File: src/regulator_setpoint_map.svh
// register offsets, field positions, reset values and encoding constants
`ifndef REGULATOR_SETPOINT_MAP_SVH
`define REGULATOR_SETPOINT_MAP_SVH
`define BUCK0_VOLTAGE_SETPOINT_ADDR 8'h40
`define BUCK1_VOLTAGE_SETPOINT_ADDR 8'h41
`define BUCK2_VOLTAGE_SETPOINT_ADDR 8'h42
`define BUCK3_VOLTAGE_SETPOINT_ADDR 8'h43
`define PIN7_SEQUENCE_SLOTS_ADDR 8'hab
`define RESET_IO_SEQUENCE_SLOTS_ADDR 8'hac
`define SOURCE_MSB 7
`define SOURCE_LSB 6
`define UP_SLOT_MSB 5
`define UP_SLOT_LSB 3
`define DOWN_SLOT_MSB 2
`define DOWN_SLOT_LSB 0
`define CODE7_MSB 6
`define SPARE_BIT 7
`define SOURCE_SEQ0 2'h0
`define SOURCE_SEQ1_A 2'h1
`define SOURCE_SEQ1_B 2'h2
`define SOURCE_NONE 2'h3
`define BUCK01_RESET 8'h01
`define BUCK23_RESET 8'h00
`define SLOTS_RESET 8'hff
// output in microvolts: buck0/1 base 260000 step 10000, buck2/3 base 600000 step 6250
`define BUCK01_BASE_UV 32'd260000
`define BUCK01_STEP_UV 32'd10000
`define BUCK23_BASE_UV 32'd600000
`define BUCK23_STEP_UV 32'd6250
`endif

File: src/regulator_setpoint_pkg.sv
// types shared by the set-point and sequencer slot bank
package regulator_setpoint_pkg;
  typedef enum logic [2:0] {
    SEQ_IDLE = 3'b001,
    SEQ_UP = 3'b010,
    SEQ_DOWN = 3'b100
  } seq_state_t;
endpackage : regulator_setpoint_pkg

File: src/regulator_setpoint_and_sequencer_slots.sv
// register bank for buck set-points and reset-io sequencer slot assignment
`timescale 1ns/1ps
`include "regulator_setpoint_map.svh"

module regulator_setpoint_and_sequencer_slots (
  input wire logic sys_clk,
  input wire logic rst,
  input wire logic clk_en,
  input wire logic reg_wr,
  input wire logic reg_rd,
  input wire logic [7:0] reg_addr,
  input wire logic [7:0] reg_wdata,
  output logic [7:0] reg_rdata,
  output logic reg_hit,
  input wire logic seq0_power_up,
  input wire logic seq0_power_down,
  input wire logic seq1_power_up,
  input wire logic seq1_power_down,
  output logic reset_io_active,
  output logic pin7_released,
  output logic [2:0] seq_slot,
  output logic seq_busy,
  output logic [31:0] buck0_target_uv,
  output logic [31:0] buck1_target_uv,
  output logic [31:0] buck2_target_uv,
  output logic [31:0] buck3_target_uv
);

  // software-visible registers; pin 7 slots are kept whole
  // but only its source and slot fields drive anything
  logic [7:0] buck0_voltage_setpoint;
  logic [7:0] buck1_voltage_setpoint;
  logic [7:0] buck2_voltage_setpoint;
  logic [7:0] buck3_voltage_setpoint;
  logic [7:0] reset_io_sequence_slots;
  logic [7:0] pin7_sequence_slots;

  // next values of the bank
  logic [7:0] next_buck0;
  logic [7:0] next_buck1;
  logic [7:0] next_buck2;
  logic [7:0] next_buck3;
  logic [7:0] next_rio_slots;
  logic [7:0] next_pin7_slots;

  // read port
  logic [7:0] next_rdata;
  logic next_hit;

  // slot stepper; seq_sel_one names the sequencer that started the run
  regulator_setpoint_pkg::seq_state_t state;
  regulator_setpoint_pkg::seq_state_t next_state;
  logic [2:0] next_slot;
  logic next_reset_io_active;
  logic next_pin7_released;
  logic seq_sel_one;
  logic next_seq_sel_one;

  // target voltages
  logic [31:0] next_b0_uv;
  logic [31:0] next_b1_uv;
  logic [31:0] next_b2_uv;
  logic [31:0] next_b3_uv;

  // sequencer a resource follows; 2'b11 means it is left out
  // codes 01 and 10 both pick sequencer 1
  function automatic logic uses_seq(input logic [1:0] src, input logic want_one);
    logic r;
    r = 1'b0;
    case (src)
      `SOURCE_SEQ0: r = !want_one;
      `SOURCE_SEQ1_A, `SOURCE_SEQ1_B: r = want_one;
      default: r = 1'b0;
    endcase
    return r;
  endfunction : uses_seq

  // buck0/1 transfer; code zero is reserved so its result is don't care
  // code zero lands one step below the base, at 250000; software avoids it
  function automatic logic [31:0] buck01_uv(input logic [6:0] code);
    logic [31:0] r;
    r = `BUCK01_BASE_UV + (32'(code) - 32'd1) * `BUCK01_STEP_UV;
    return r;
  endfunction : buck01_uv

  // buck2/3 transfer, 6.25mV is exact in microvolts
  // so integer microvolts lose nothing over the whole code range
  function automatic logic [31:0] buck23_uv(input logic [7:0] code);
    logic [31:0] r;
    r = `BUCK23_BASE_UV + 32'(code) * `BUCK23_STEP_UV;
    return r;
  endfunction : buck23_uv

  // a resource acts only in its own slot of its own sequencer
  function automatic logic slot_due(input logic mine, input logic [2:0] slot,
                                    input logic [2:0] pick);
    logic r;
    r = mine && (slot == pick);
    return r;
  endfunction : slot_due

  // register writes; unmapped offsets are dropped without a trace
  always_comb begin
    next_buck0 = buck0_voltage_setpoint;
    next_buck1 = buck1_voltage_setpoint;
    next_buck2 = buck2_voltage_setpoint;
    next_buck3 = buck3_voltage_setpoint;
    next_rio_slots = reset_io_sequence_slots;
    next_pin7_slots = pin7_sequence_slots;
    if (reg_wr) begin
      case (reg_addr)
        // spare bit is stored as written; software keeps it zero
        `BUCK0_VOLTAGE_SETPOINT_ADDR: next_buck0 = reg_wdata;
        `BUCK1_VOLTAGE_SETPOINT_ADDR: next_buck1 = reg_wdata;
        `BUCK2_VOLTAGE_SETPOINT_ADDR: next_buck2 = reg_wdata;
        `BUCK3_VOLTAGE_SETPOINT_ADDR: next_buck3 = reg_wdata;
        `PIN7_SEQUENCE_SLOTS_ADDR: next_pin7_slots = reg_wdata;
        `RESET_IO_SEQUENCE_SLOTS_ADDR: next_rio_slots = reg_wdata;
        default: next_rio_slots = reset_io_sequence_slots;
      endcase
    end
  end

  // bank registers; clk_en low freezes them
  always_ff @(posedge sys_clk) begin
    if (rst) begin
      buck0_voltage_setpoint <= `BUCK01_RESET;
      buck1_voltage_setpoint <= `BUCK01_RESET;
      buck2_voltage_setpoint <= `BUCK23_RESET;
      buck3_voltage_setpoint <= `BUCK23_RESET;
      reset_io_sequence_slots <= `SLOTS_RESET;
      pin7_sequence_slots <= `SLOTS_RESET;
    end else if (clk_en) begin
      buck0_voltage_setpoint <= next_buck0;
      buck1_voltage_setpoint <= next_buck1;
      buck2_voltage_setpoint <= next_buck2;
      buck3_voltage_setpoint <= next_buck3;
      reset_io_sequence_slots <= next_rio_slots;
      pin7_sequence_slots <= next_pin7_slots;
    end
  end

  // read port; a read in the cycle of a write still shows the old value
  // the hit flag tells software that the offset exists
  always_comb begin
    next_rdata = reg_rdata;
    next_hit = 1'b0;
    if (reg_rd) begin
      next_hit = 1'b1;
      case (reg_addr)
        `BUCK0_VOLTAGE_SETPOINT_ADDR: next_rdata = buck0_voltage_setpoint;
        `BUCK1_VOLTAGE_SETPOINT_ADDR: next_rdata = buck1_voltage_setpoint;
        `BUCK2_VOLTAGE_SETPOINT_ADDR: next_rdata = buck2_voltage_setpoint;
        `BUCK3_VOLTAGE_SETPOINT_ADDR: next_rdata = buck3_voltage_setpoint;
        `PIN7_SEQUENCE_SLOTS_ADDR: next_rdata = pin7_sequence_slots;
        `RESET_IO_SEQUENCE_SLOTS_ADDR: next_rdata = reset_io_sequence_slots;
        default: begin
          next_rdata = 8'h00; // unmapped reads zero
          next_hit = 1'b0;
        end
      endcase
    end
  end

  // read data holds until the next read, hit lasts one cycle
  always_ff @(posedge sys_clk) begin
    if (rst) begin
      reg_rdata <= 8'h00;
      reg_hit <= 1'b0;
    end else if (clk_en) begin
      reg_rdata <= next_rdata;
      reg_hit <= next_hit;
    end
  end

  // set-point targets, registered so they stay glitch-free
  // recomputed every cycle, so a write reaches the target two edges later
  always_comb begin
    next_b0_uv = buck01_uv(buck0_voltage_setpoint[`CODE7_MSB:0]);
    next_b1_uv = buck01_uv(buck1_voltage_setpoint[`CODE7_MSB:0]);
    next_b2_uv = buck23_uv(buck2_voltage_setpoint);
    next_b3_uv = buck23_uv(buck3_voltage_setpoint);
  end

  // target registers, frozen with the rest while clk_en is low
  always_ff @(posedge sys_clk) begin
    if (rst) begin
      buck0_target_uv <= 32'h0;
      buck1_target_uv <= 32'h0;
      buck2_target_uv <= 32'h0;
      buck3_target_uv <= 32'h0;
    end else if (clk_en) begin
      buck0_target_uv <= next_b0_uv;
      buck1_target_uv <= next_b1_uv;
      buck2_target_uv <= next_b2_uv;
      buck3_target_uv <= next_b3_uv;
    end
  end

  // slot stepper: one slot per enabled cycle, 0..7 upward on power-up and power-down alike
  always_comb begin
    logic [2:0] up_slot;
    logic [2:0] rio_dn_slot;
    logic [2:0] p7_up_slot;
    logic [2:0] p7_dn_slot;
    logic rio_mine;
    logic p7_mine;

    // slot fields of the two sequencer registers
    up_slot = reset_io_sequence_slots[`UP_SLOT_MSB:`UP_SLOT_LSB];
    rio_dn_slot = reset_io_sequence_slots[`DOWN_SLOT_MSB:`DOWN_SLOT_LSB];
    p7_up_slot = pin7_sequence_slots[`UP_SLOT_MSB:`UP_SLOT_LSB];
    p7_dn_slot = pin7_sequence_slots[`DOWN_SLOT_MSB:`DOWN_SLOT_LSB];

    // which resources the running sequencer owns
    rio_mine = uses_seq(reset_io_sequence_slots[`SOURCE_MSB:`SOURCE_LSB], seq_sel_one);
    p7_mine = uses_seq(pin7_sequence_slots[`SOURCE_MSB:`SOURCE_LSB], seq_sel_one);
    // hold everything unless a slot says otherwise
    next_state = state;
    next_slot = seq_slot;
    next_seq_sel_one = seq_sel_one;
    next_reset_io_active = reset_io_active;
    next_pin7_released = pin7_released;
    case (state)
      regulator_setpoint_pkg::SEQ_IDLE: begin
        next_slot = 3'h0;
        // start pulses while busy are ignored, never queued
        // sequencer 0 wins when both start the same way; a power-up beats a power-down
        if (seq0_power_up || seq1_power_up) begin
          next_state = regulator_setpoint_pkg::SEQ_UP;
          next_seq_sel_one = !seq0_power_up;
        end else if (seq0_power_down || seq1_power_down) begin
          next_state = regulator_setpoint_pkg::SEQ_DOWN;
          next_seq_sel_one = !seq0_power_down;
        end
      end
      regulator_setpoint_pkg::SEQ_UP: begin
        // reset io lets go in its slot; pin 7 follows its own up slot
        if (slot_due(rio_mine, seq_slot, up_slot)) begin
          next_reset_io_active = 1'b0;
        end
        if (slot_due(p7_mine, seq_slot, p7_up_slot)) begin
          next_pin7_released = 1'b1;
        end
        next_slot = seq_slot + 3'h1;
        // slot 7 is the last; the counter wraps to 0 for the next run
        if (seq_slot == 3'h7) begin
          next_state = regulator_setpoint_pkg::SEQ_IDLE;
        end
      end
      regulator_setpoint_pkg::SEQ_DOWN: begin
        // reset io is pulled back in its slot, pin 7 let down in its own
        if (slot_due(rio_mine, seq_slot, rio_dn_slot)) begin
          next_reset_io_active = 1'b1;
        end
        if (slot_due(p7_mine, seq_slot, p7_dn_slot)) begin
          next_pin7_released = 1'b0;
        end
        next_slot = seq_slot + 3'h1;
        if (seq_slot == 3'h7) begin
          next_state = regulator_setpoint_pkg::SEQ_IDLE;
        end
      end
      default: next_state = regulator_setpoint_pkg::SEQ_IDLE;
    endcase
  end

  // stepper state; reset io starts asserted and pin 7 held
  always_ff @(posedge sys_clk) begin
    if (rst) begin
      state <= regulator_setpoint_pkg::SEQ_IDLE;
      seq_slot <= 3'h0;
      seq_sel_one <= 1'b0;
      reset_io_active <= 1'b1;
      pin7_released <= 1'b0;
    end else if (clk_en) begin
      state <= next_state;
      seq_slot <= next_slot;
      seq_sel_one <= next_seq_sel_one;
      reset_io_active <= next_reset_io_active;
      pin7_released <= next_pin7_released;
    end
  end

  // busy straight from the state, so a start is refused at once
  assign seq_busy = (state != regulator_setpoint_pkg::SEQ_IDLE);

endmodule : regulator_setpoint_and_sequencer_slots

File: config.mk
export PLATFORM = sky130hd
export DESIGN_NAME = regulator_setpoint_and_sequencer_slots
export DESIGN_NICKNAME = d
export VERILOG_FILES = /design/src/regulator_setpoint_pkg.sv /design/src/regulator_setpoint_and_sequencer_slots.sv
export VERILOG_INCLUDE_DIRS = /design/src
export SDC_FILE = /design/constraint.sdc
export NUM_CORES = 1
export LEC_CHECK = 0
export BUFFER_PORTS_ARGS = -buffer_cell sky130_fd_sc_hd__buf_2
export CAP_MARGIN = 20
export CORE_UTILIZATION = 31
export DETAILED_ROUTE_END_ITERATION = 10
export PLACE_DENSITY = 0.54
export SYNTH_ARGS = -nofsm -noshare
export SYNTH_HDL_FRONTEND = slang
export SYNTH_SLANG_ARGS = --single-unit
File: constraint.sdc
create_clock -name sys_clk -period 17.4 [get_ports sys_clk]
set_input_delay 0.87 -clock sys_clk [delete_from_list [all_inputs] [get_ports sys_clk]]
set_output_delay 0.87 -clock sys_clk [all_outputs]
set_load 0.05 [all_outputs]
======== Yosys cells after proc, flatten, opt, wreduce, memory -nomap -nowiden ========
Index checks and enable logic that the tools add are counted.
word-level totals
  register bits ........................... 194
  bits of input ports ..................... 25
  output and inout port bits .............. 143
  logic and storage cells ................. 101
operators by class
  $add $sub $neg .......................... 7
  multipliers ............................. 4
  eq/ne operators ......................... 25
  multiplexer cells ....................... 18
  reductions and logical operators ........ 30
operator list
  operator                                                               count
  18-bit by 32-bit adder with 32-bit output, first input constant        2
  32-bit by 10-bit multiplier with 28-bit output, second input constant  2
  8-bit case mux with 6 select lines                                     1
  20-bit by 21-bit adder with 22-bit output, first input constant        2
  8-bit by 12-bit multiplier with 20-bit output, second input constant   2
  8-bit by 7-bit == test with 1-bit output, second input constant        4
  3-bit AND reduction                                                    8
  8-bit == test, second input constant                                   2
  7-bit by 1-bit subtractor with 8-bit output, second input constant     2
  3-bit == test                                                          4
  3-bit case mux with 2 select lines                                     2
  3-bit two-way mux                                                      3
  1-bit two-way mux                                                      8
  2-bit inequality test, second input constant                           4
  1-bit case mux with 2 select lines                                     4
  4-bit AND reduction                                                    2
  3-bit == test, second input constant                                   2
  2-bit nonzero test                                                     3
  2-bit OR reduction                                                     3
  6-bit OR reduction                                                     1
  2-bit by 1-bit == test with 1-bit output, second input constant        2
  2-bit == test, second input constant                                   2
  1-bit logical AND                                                      4
  2-bit zero test                                                        2
  other kinds (9)                                                        13

======== Longest topological paths before layout ========
  depth in word-level cells ............... 6
  gate-level depth with buffers ........... 27
  gate-level depth less buffers ........... 26

======== Worst setup path before layout ========
OpenSTA, ideal clock, no wires.
  path kind ............................... register -> register
  from .................................... register buck1_voltage_setpoint[2]
  to ...................................... register buck1_target_uv[23]
  library setup time ...................... 0.112 ns
  data arrival time ....................... 6.757 ns
  required time ........................... 17.288 ns
  path slack .............................. 10.530 ns
  cell stages (with the launch flop) ...... 26
  path buffers ............................ 2
  period minus slack after synthesis ...... 6.870 ns
  cells stage by stage .................... dfxtp_1 clkbuf_1 inv_1 ha_1 a21boi_1 nand2_1 or3_1 clkbuf_1 clkinv_1 fa_1 ha_1 fa_1 ha_1 inv_1 fa_1 inv_1 ha_1 and2_1 a221oi_1 a211oi_1 o21ai_0 nor4bb_1 nand2_1 a21oi_1 nand3_1 a2111oi_1
between the ends
  cells in the longest elaborated chain, start to end .. 3
RTL lines
  element                                                   line                                           text
  start, declared                                           regulator_setpoint_and_sequencer_slots.sv:32   logic [7:0] buck1_voltage_setpoint;
  start signal, assigned                                    regulator_setpoint_and_sequencer_slots.sv:128  buck1_voltage_setpoint <= `BUCK01_RESET;
  start signal, assigned                                    regulator_setpoint_and_sequencer_slots.sv:135  buck1_voltage_setpoint <= next_buck1;
  7-bit by 1-bit subtractor with 8-bit output               regulator_setpoint_and_sequencer_slots.sv:82   r = `BUCK01_BASE_UV + (32'(code) - 32'd1) * `BUCK01_STEP_UV;
  32-bit by 10-bit multiplier with 28-bit output (no line)  n/a
  18-bit by 32-bit adder with 32-bit output (no line)       n/a
  end signal, assigned                                      regulator_setpoint_and_sequencer_slots.sv:194  buck1_target_uv <= next_b1_uv;
  end, declared                                             regulator_setpoint_and_sequencer_slots.sv:24   output logic [31:0] buck1_target_uv,
No other way between the ends.
A chain may end at the register's enable or synchronous reset.

======== Worst setup path in the final report ========
  from .................................... register buck1_voltage_setpoint[2]
  to ...................................... register buck1_target_uv[29]
The elaborated chain is that of the path after synthesis.

==> metrics.yaml <==
synth:
  synth-edff-count: 0
  synth_warnings: 0
  synth_flop_cell: "dfxtp_1"
  syn_avg_cell_area_um2: 8.65
  yosysUniqueCellTypes: 78
  synth_cells: 1649
  ys_seq_area_frac: 0.230
  async_reset_ff_frac: 0
  yosys_register_bits: 164
  netlist_area_um2: 14300
cells_and_area:
  final_nets: 2041
  seq_area_um2: 3280
  diodes: 0
  syn2layout_area_growth_pct: 12.8
  postLayoutCoreUtil: 0.354
  drive_gt1_frac: 0.120
  final_cell_mix: "inv_1 (208), ha_1 (194), dfxtp_1 (164)"
  nFillCells: 4713
  layout_commonest_cell: "inv_1"
  multi_input_area_um2: 9880
  stdcell_count: 2373
floorplanning:
  core_um2: 45400
  pin_count: 168
  die_area_um2: 46900
  fp.dieH_um: 216
  dieWidth_um: 216
  rows: 78
  start_util: 0.314
flow_run:
  cap_violations: 0
timing:
  tightestPinTransition_ps: 890
  min_period_ps: 7690
  clock-skew-final_ps: 13.7
  slew_violations: 0
  period_share: 0.442
  finalSetupTns_ps: 0
  rsz0062_at_grt: "false"
  hold_viol_final: 0
  hold_ws_ps: 452
  fmax_ghz: 0.130
  setup_viol: 0
  relSlewSlack: 0.407
clocking:
  path_clk_slew_ps: 70
  clockRootBuffer: "clkbuf_16"
  clock_sinks: 164
  cts-buffers-inserted: 17
  cts.htree.levels: 4
  cts.hold.buffers_added: 0
  cts.repair.resized: 0
  tritoncts: "done"
  clockBufferDepth: 2
  cts_setup_buffers: 0
  clk_latency_ps: 500
detailed_routing:
  route.met2.wl_mm: 16.8
  drtAntennaViolNets: 0
  top_layer_used: "met4"
  wl_met3_mm: 1.43
  wl_met1_mm: 18.2
  drc: 0
  via_count: 11500
  drtPass1Iterations: 5
  viasPerCell: 4.85
  routed_wirelength_mm: 37.1
  wl_per_cell_um: 15.6
  drt_iter0_drc: 629
global_route:
  grt_max_degree: 84
  grt_pass1_wl_mm: 59.3
  grt_pass1_vias: 11100
  antenna_found_initial: 0
  grt_usage: 0.162
  grt_overflow_total: 0
placed_design:
  place_congestion: 0.823
  dp_hpwl_mm: 29.4
  dp.cells: 2340
  portBuffers: 137
setup_path:
  cp_cell_sequence: "inv_1, ha_1, a21boi_1, nand2_1, or3_1, clkinv_1, ha_1, xnor2_1, ha_1, fa_1, ha_1, inv_1, fa_1, inv_1, ha_1, and2_1, a31o_2, a21oi_1, a21oi_1, nor4bb_1, nand3_1, a2111oi_0, nor3_1, o21a_1"
  cpMostUsedCell: "ha_1"
  slowest_stage: "clkinv_1"
  reg2reg_slack_ps: 9710
  critPathMaxStageDelay_ps: 710
  setup.worst_path.start_class: "register"
  rr_startpoint: "buck1_voltage_setpoint[2]$_SDFFE_PP0P_"
  worstPathRequired_ps: 17780
  worstPathMaxFanout: 12
  r2r-end: "buck1_target_uv[29]$_SDFFE_PP0P_"
  end_kind: "register"
  ff2ff_path_depth: 24
  crit_arrival_ps: 8070
  worstSetupPathType: "reg2reg"
power_and_ir_drop:
  p_leak_nw: 8.50
  power_density_nw_per_um2: 56.7
  power_uw: 912
  vdd_drop_max_mv: 0.0664
hold_path:
  worstHoldStart: "buck2_target_uv[17]$_SDFFE_PP0P_"
  min_path_cells: 2
  hold_class: "reg2reg"
  min_to: "buck2_target_uv[17]$_SDFFE_PP0P_"
status:
  status: "complete, no violations"
## kinds of logic after synthesis
| kind of cell | synth area share |
|---|---|
| fa+ha+maj | 0.257 |
| mux | 0.0563 |
| flops | 0.230 |
| compound gates | 0.149 |
| other cells | 0.000263 |
| simple gates | 0.146 |
| buf+inv | 0.0850 |
| xor+xnor | 0.0762 |
## critical path: cells and delay by family (launching register included)
kind,cells,cell delay [ps]
simple gates,6,1850
compound gates,6,1430
fa+ha+maj,7,2620
flops,1,490
buf+inv,4,910
xor+xnor,1,260
## final cells by class
class | count | area share
clock buffer | 17 | 0.0265
clock inverter | 15 | 0.0127
inverter | 210 | 0.0490
multi-input combinational | 1223 | 0.615
sequential | 164 | 0.204
tap | 600 | 0.0467
timing repair buffer | 144 | 0.0462
## synth_stat cells, drive strengths merged (6+ instances only)
| cell | number | area, µm² |
|---|---|---|
| a21o | 23 | 173 |
| a211oi | 36 | 270 |
| nand3 | 29 | 145 |
| xor2 | 51 | 447 |
| inv | 208 | 781 |
| a21oi | 62 | 314 |
| dfxtp | 164 | 3280 |
| a31oi | 7 | 43.8 |
| mux4 | 8 | 180 |
| nor2 | 163 | 612 |
| or3 | 13 | 81.3 |
| xnor2 | 73 | 639 |
| nand3b | 7 | 52.6 |
| and3 | 11 | 68.8 |
| a311oi | 13 | 120 |
| fa | 62 | 1240 |
| o21a | 19 | 144 |
| o211ai | 13 | 97.6 |
| clkbuf | 49 | 184 |
| nor4 | 10 | 62.6 |
| ha | 194 | 2430 |
| a211o | 6 | 52.6 |
| o21ai | 50 | 250 |
| nor3 | 26 | 135 |
| a22oi | 17 | 128 |
| and2 | 9 | 56.3 |
| o31ai | 9 | 72.6 |
| a2111oi | 7 | 93.9 |
| nor2b | 11 | 68.8 |
| or2 | 9 | 56.3 |
| mux2i | 60 | 601 |
| nand2b | 21 | 131 |
| buf | 34 | 240 |
| nand2 | 108 | 405 |
## sequential cells by signal, summed over array words and instances, names as in the netlist, 21 cells and up
name and count:
buck3_target_uv 21, buck1_target_uv 28, buck0_target_uv 28, buck2_target_uv 21
## per-layer routing
layer  vias up  track usage
li1       5821            -
met1      5440        0.218
met2       204        0.258
met3        33       0.0320
met4         0       0.0526
met5         -            0
## worst max path at each step
stage	startpoint	to	slack [ps]	cells past startpoint
6_report	buck1_voltage_setpoint[2]$_SDFFE_PP0P_	buck1_target_uv[29]$_SDFFE_PP0P_	9710	24
5_1_grt	buck1_voltage_setpoint[2]$_SDFFE_PP0P_	buck1_target_uv[29]$_SDFFE_PP0P_	9020	23
4_1_cts	buck1_voltage_setpoint[2]$_SDFFE_PP0P_	buck1_target_uv[29]$_SDFFE_PP0P_	9680	24
3_5_place_dp	buck1_voltage_setpoint[2]$_SDFFE_PP0P_	buck1_target_uv[29]$_SDFFE_PP0P_	9680	24
3_3_place_gp	buck1_voltage_setpoint[2]$_SDFFE_PP0P_	buck1_target_uv[25]$_SDFFE_PP0P_	10080	24
2_1_floorplan	buck1_voltage_setpoint[2]$_SDFFE_PP0P_	buck1_target_uv[23]$_SDFFE_PP0P_	10530	25
## per-stage QoR
stage               instance area (µm²)  worst slack, ps
floorplan                         14400            10530
global placement                  15400            10080
detailed placement                15400             9680
CTS                               16100             9680
global route                      16100             9020
finish                            16100             9710
## report_power, final
part	internal, mW	switching, mW
logic	0.0241	0.0865
clock network	0.201	0.209
registers	0.385	0.00659
total	0.610	0.302
No activity file was read; power rests on OpenSTA's default activity.
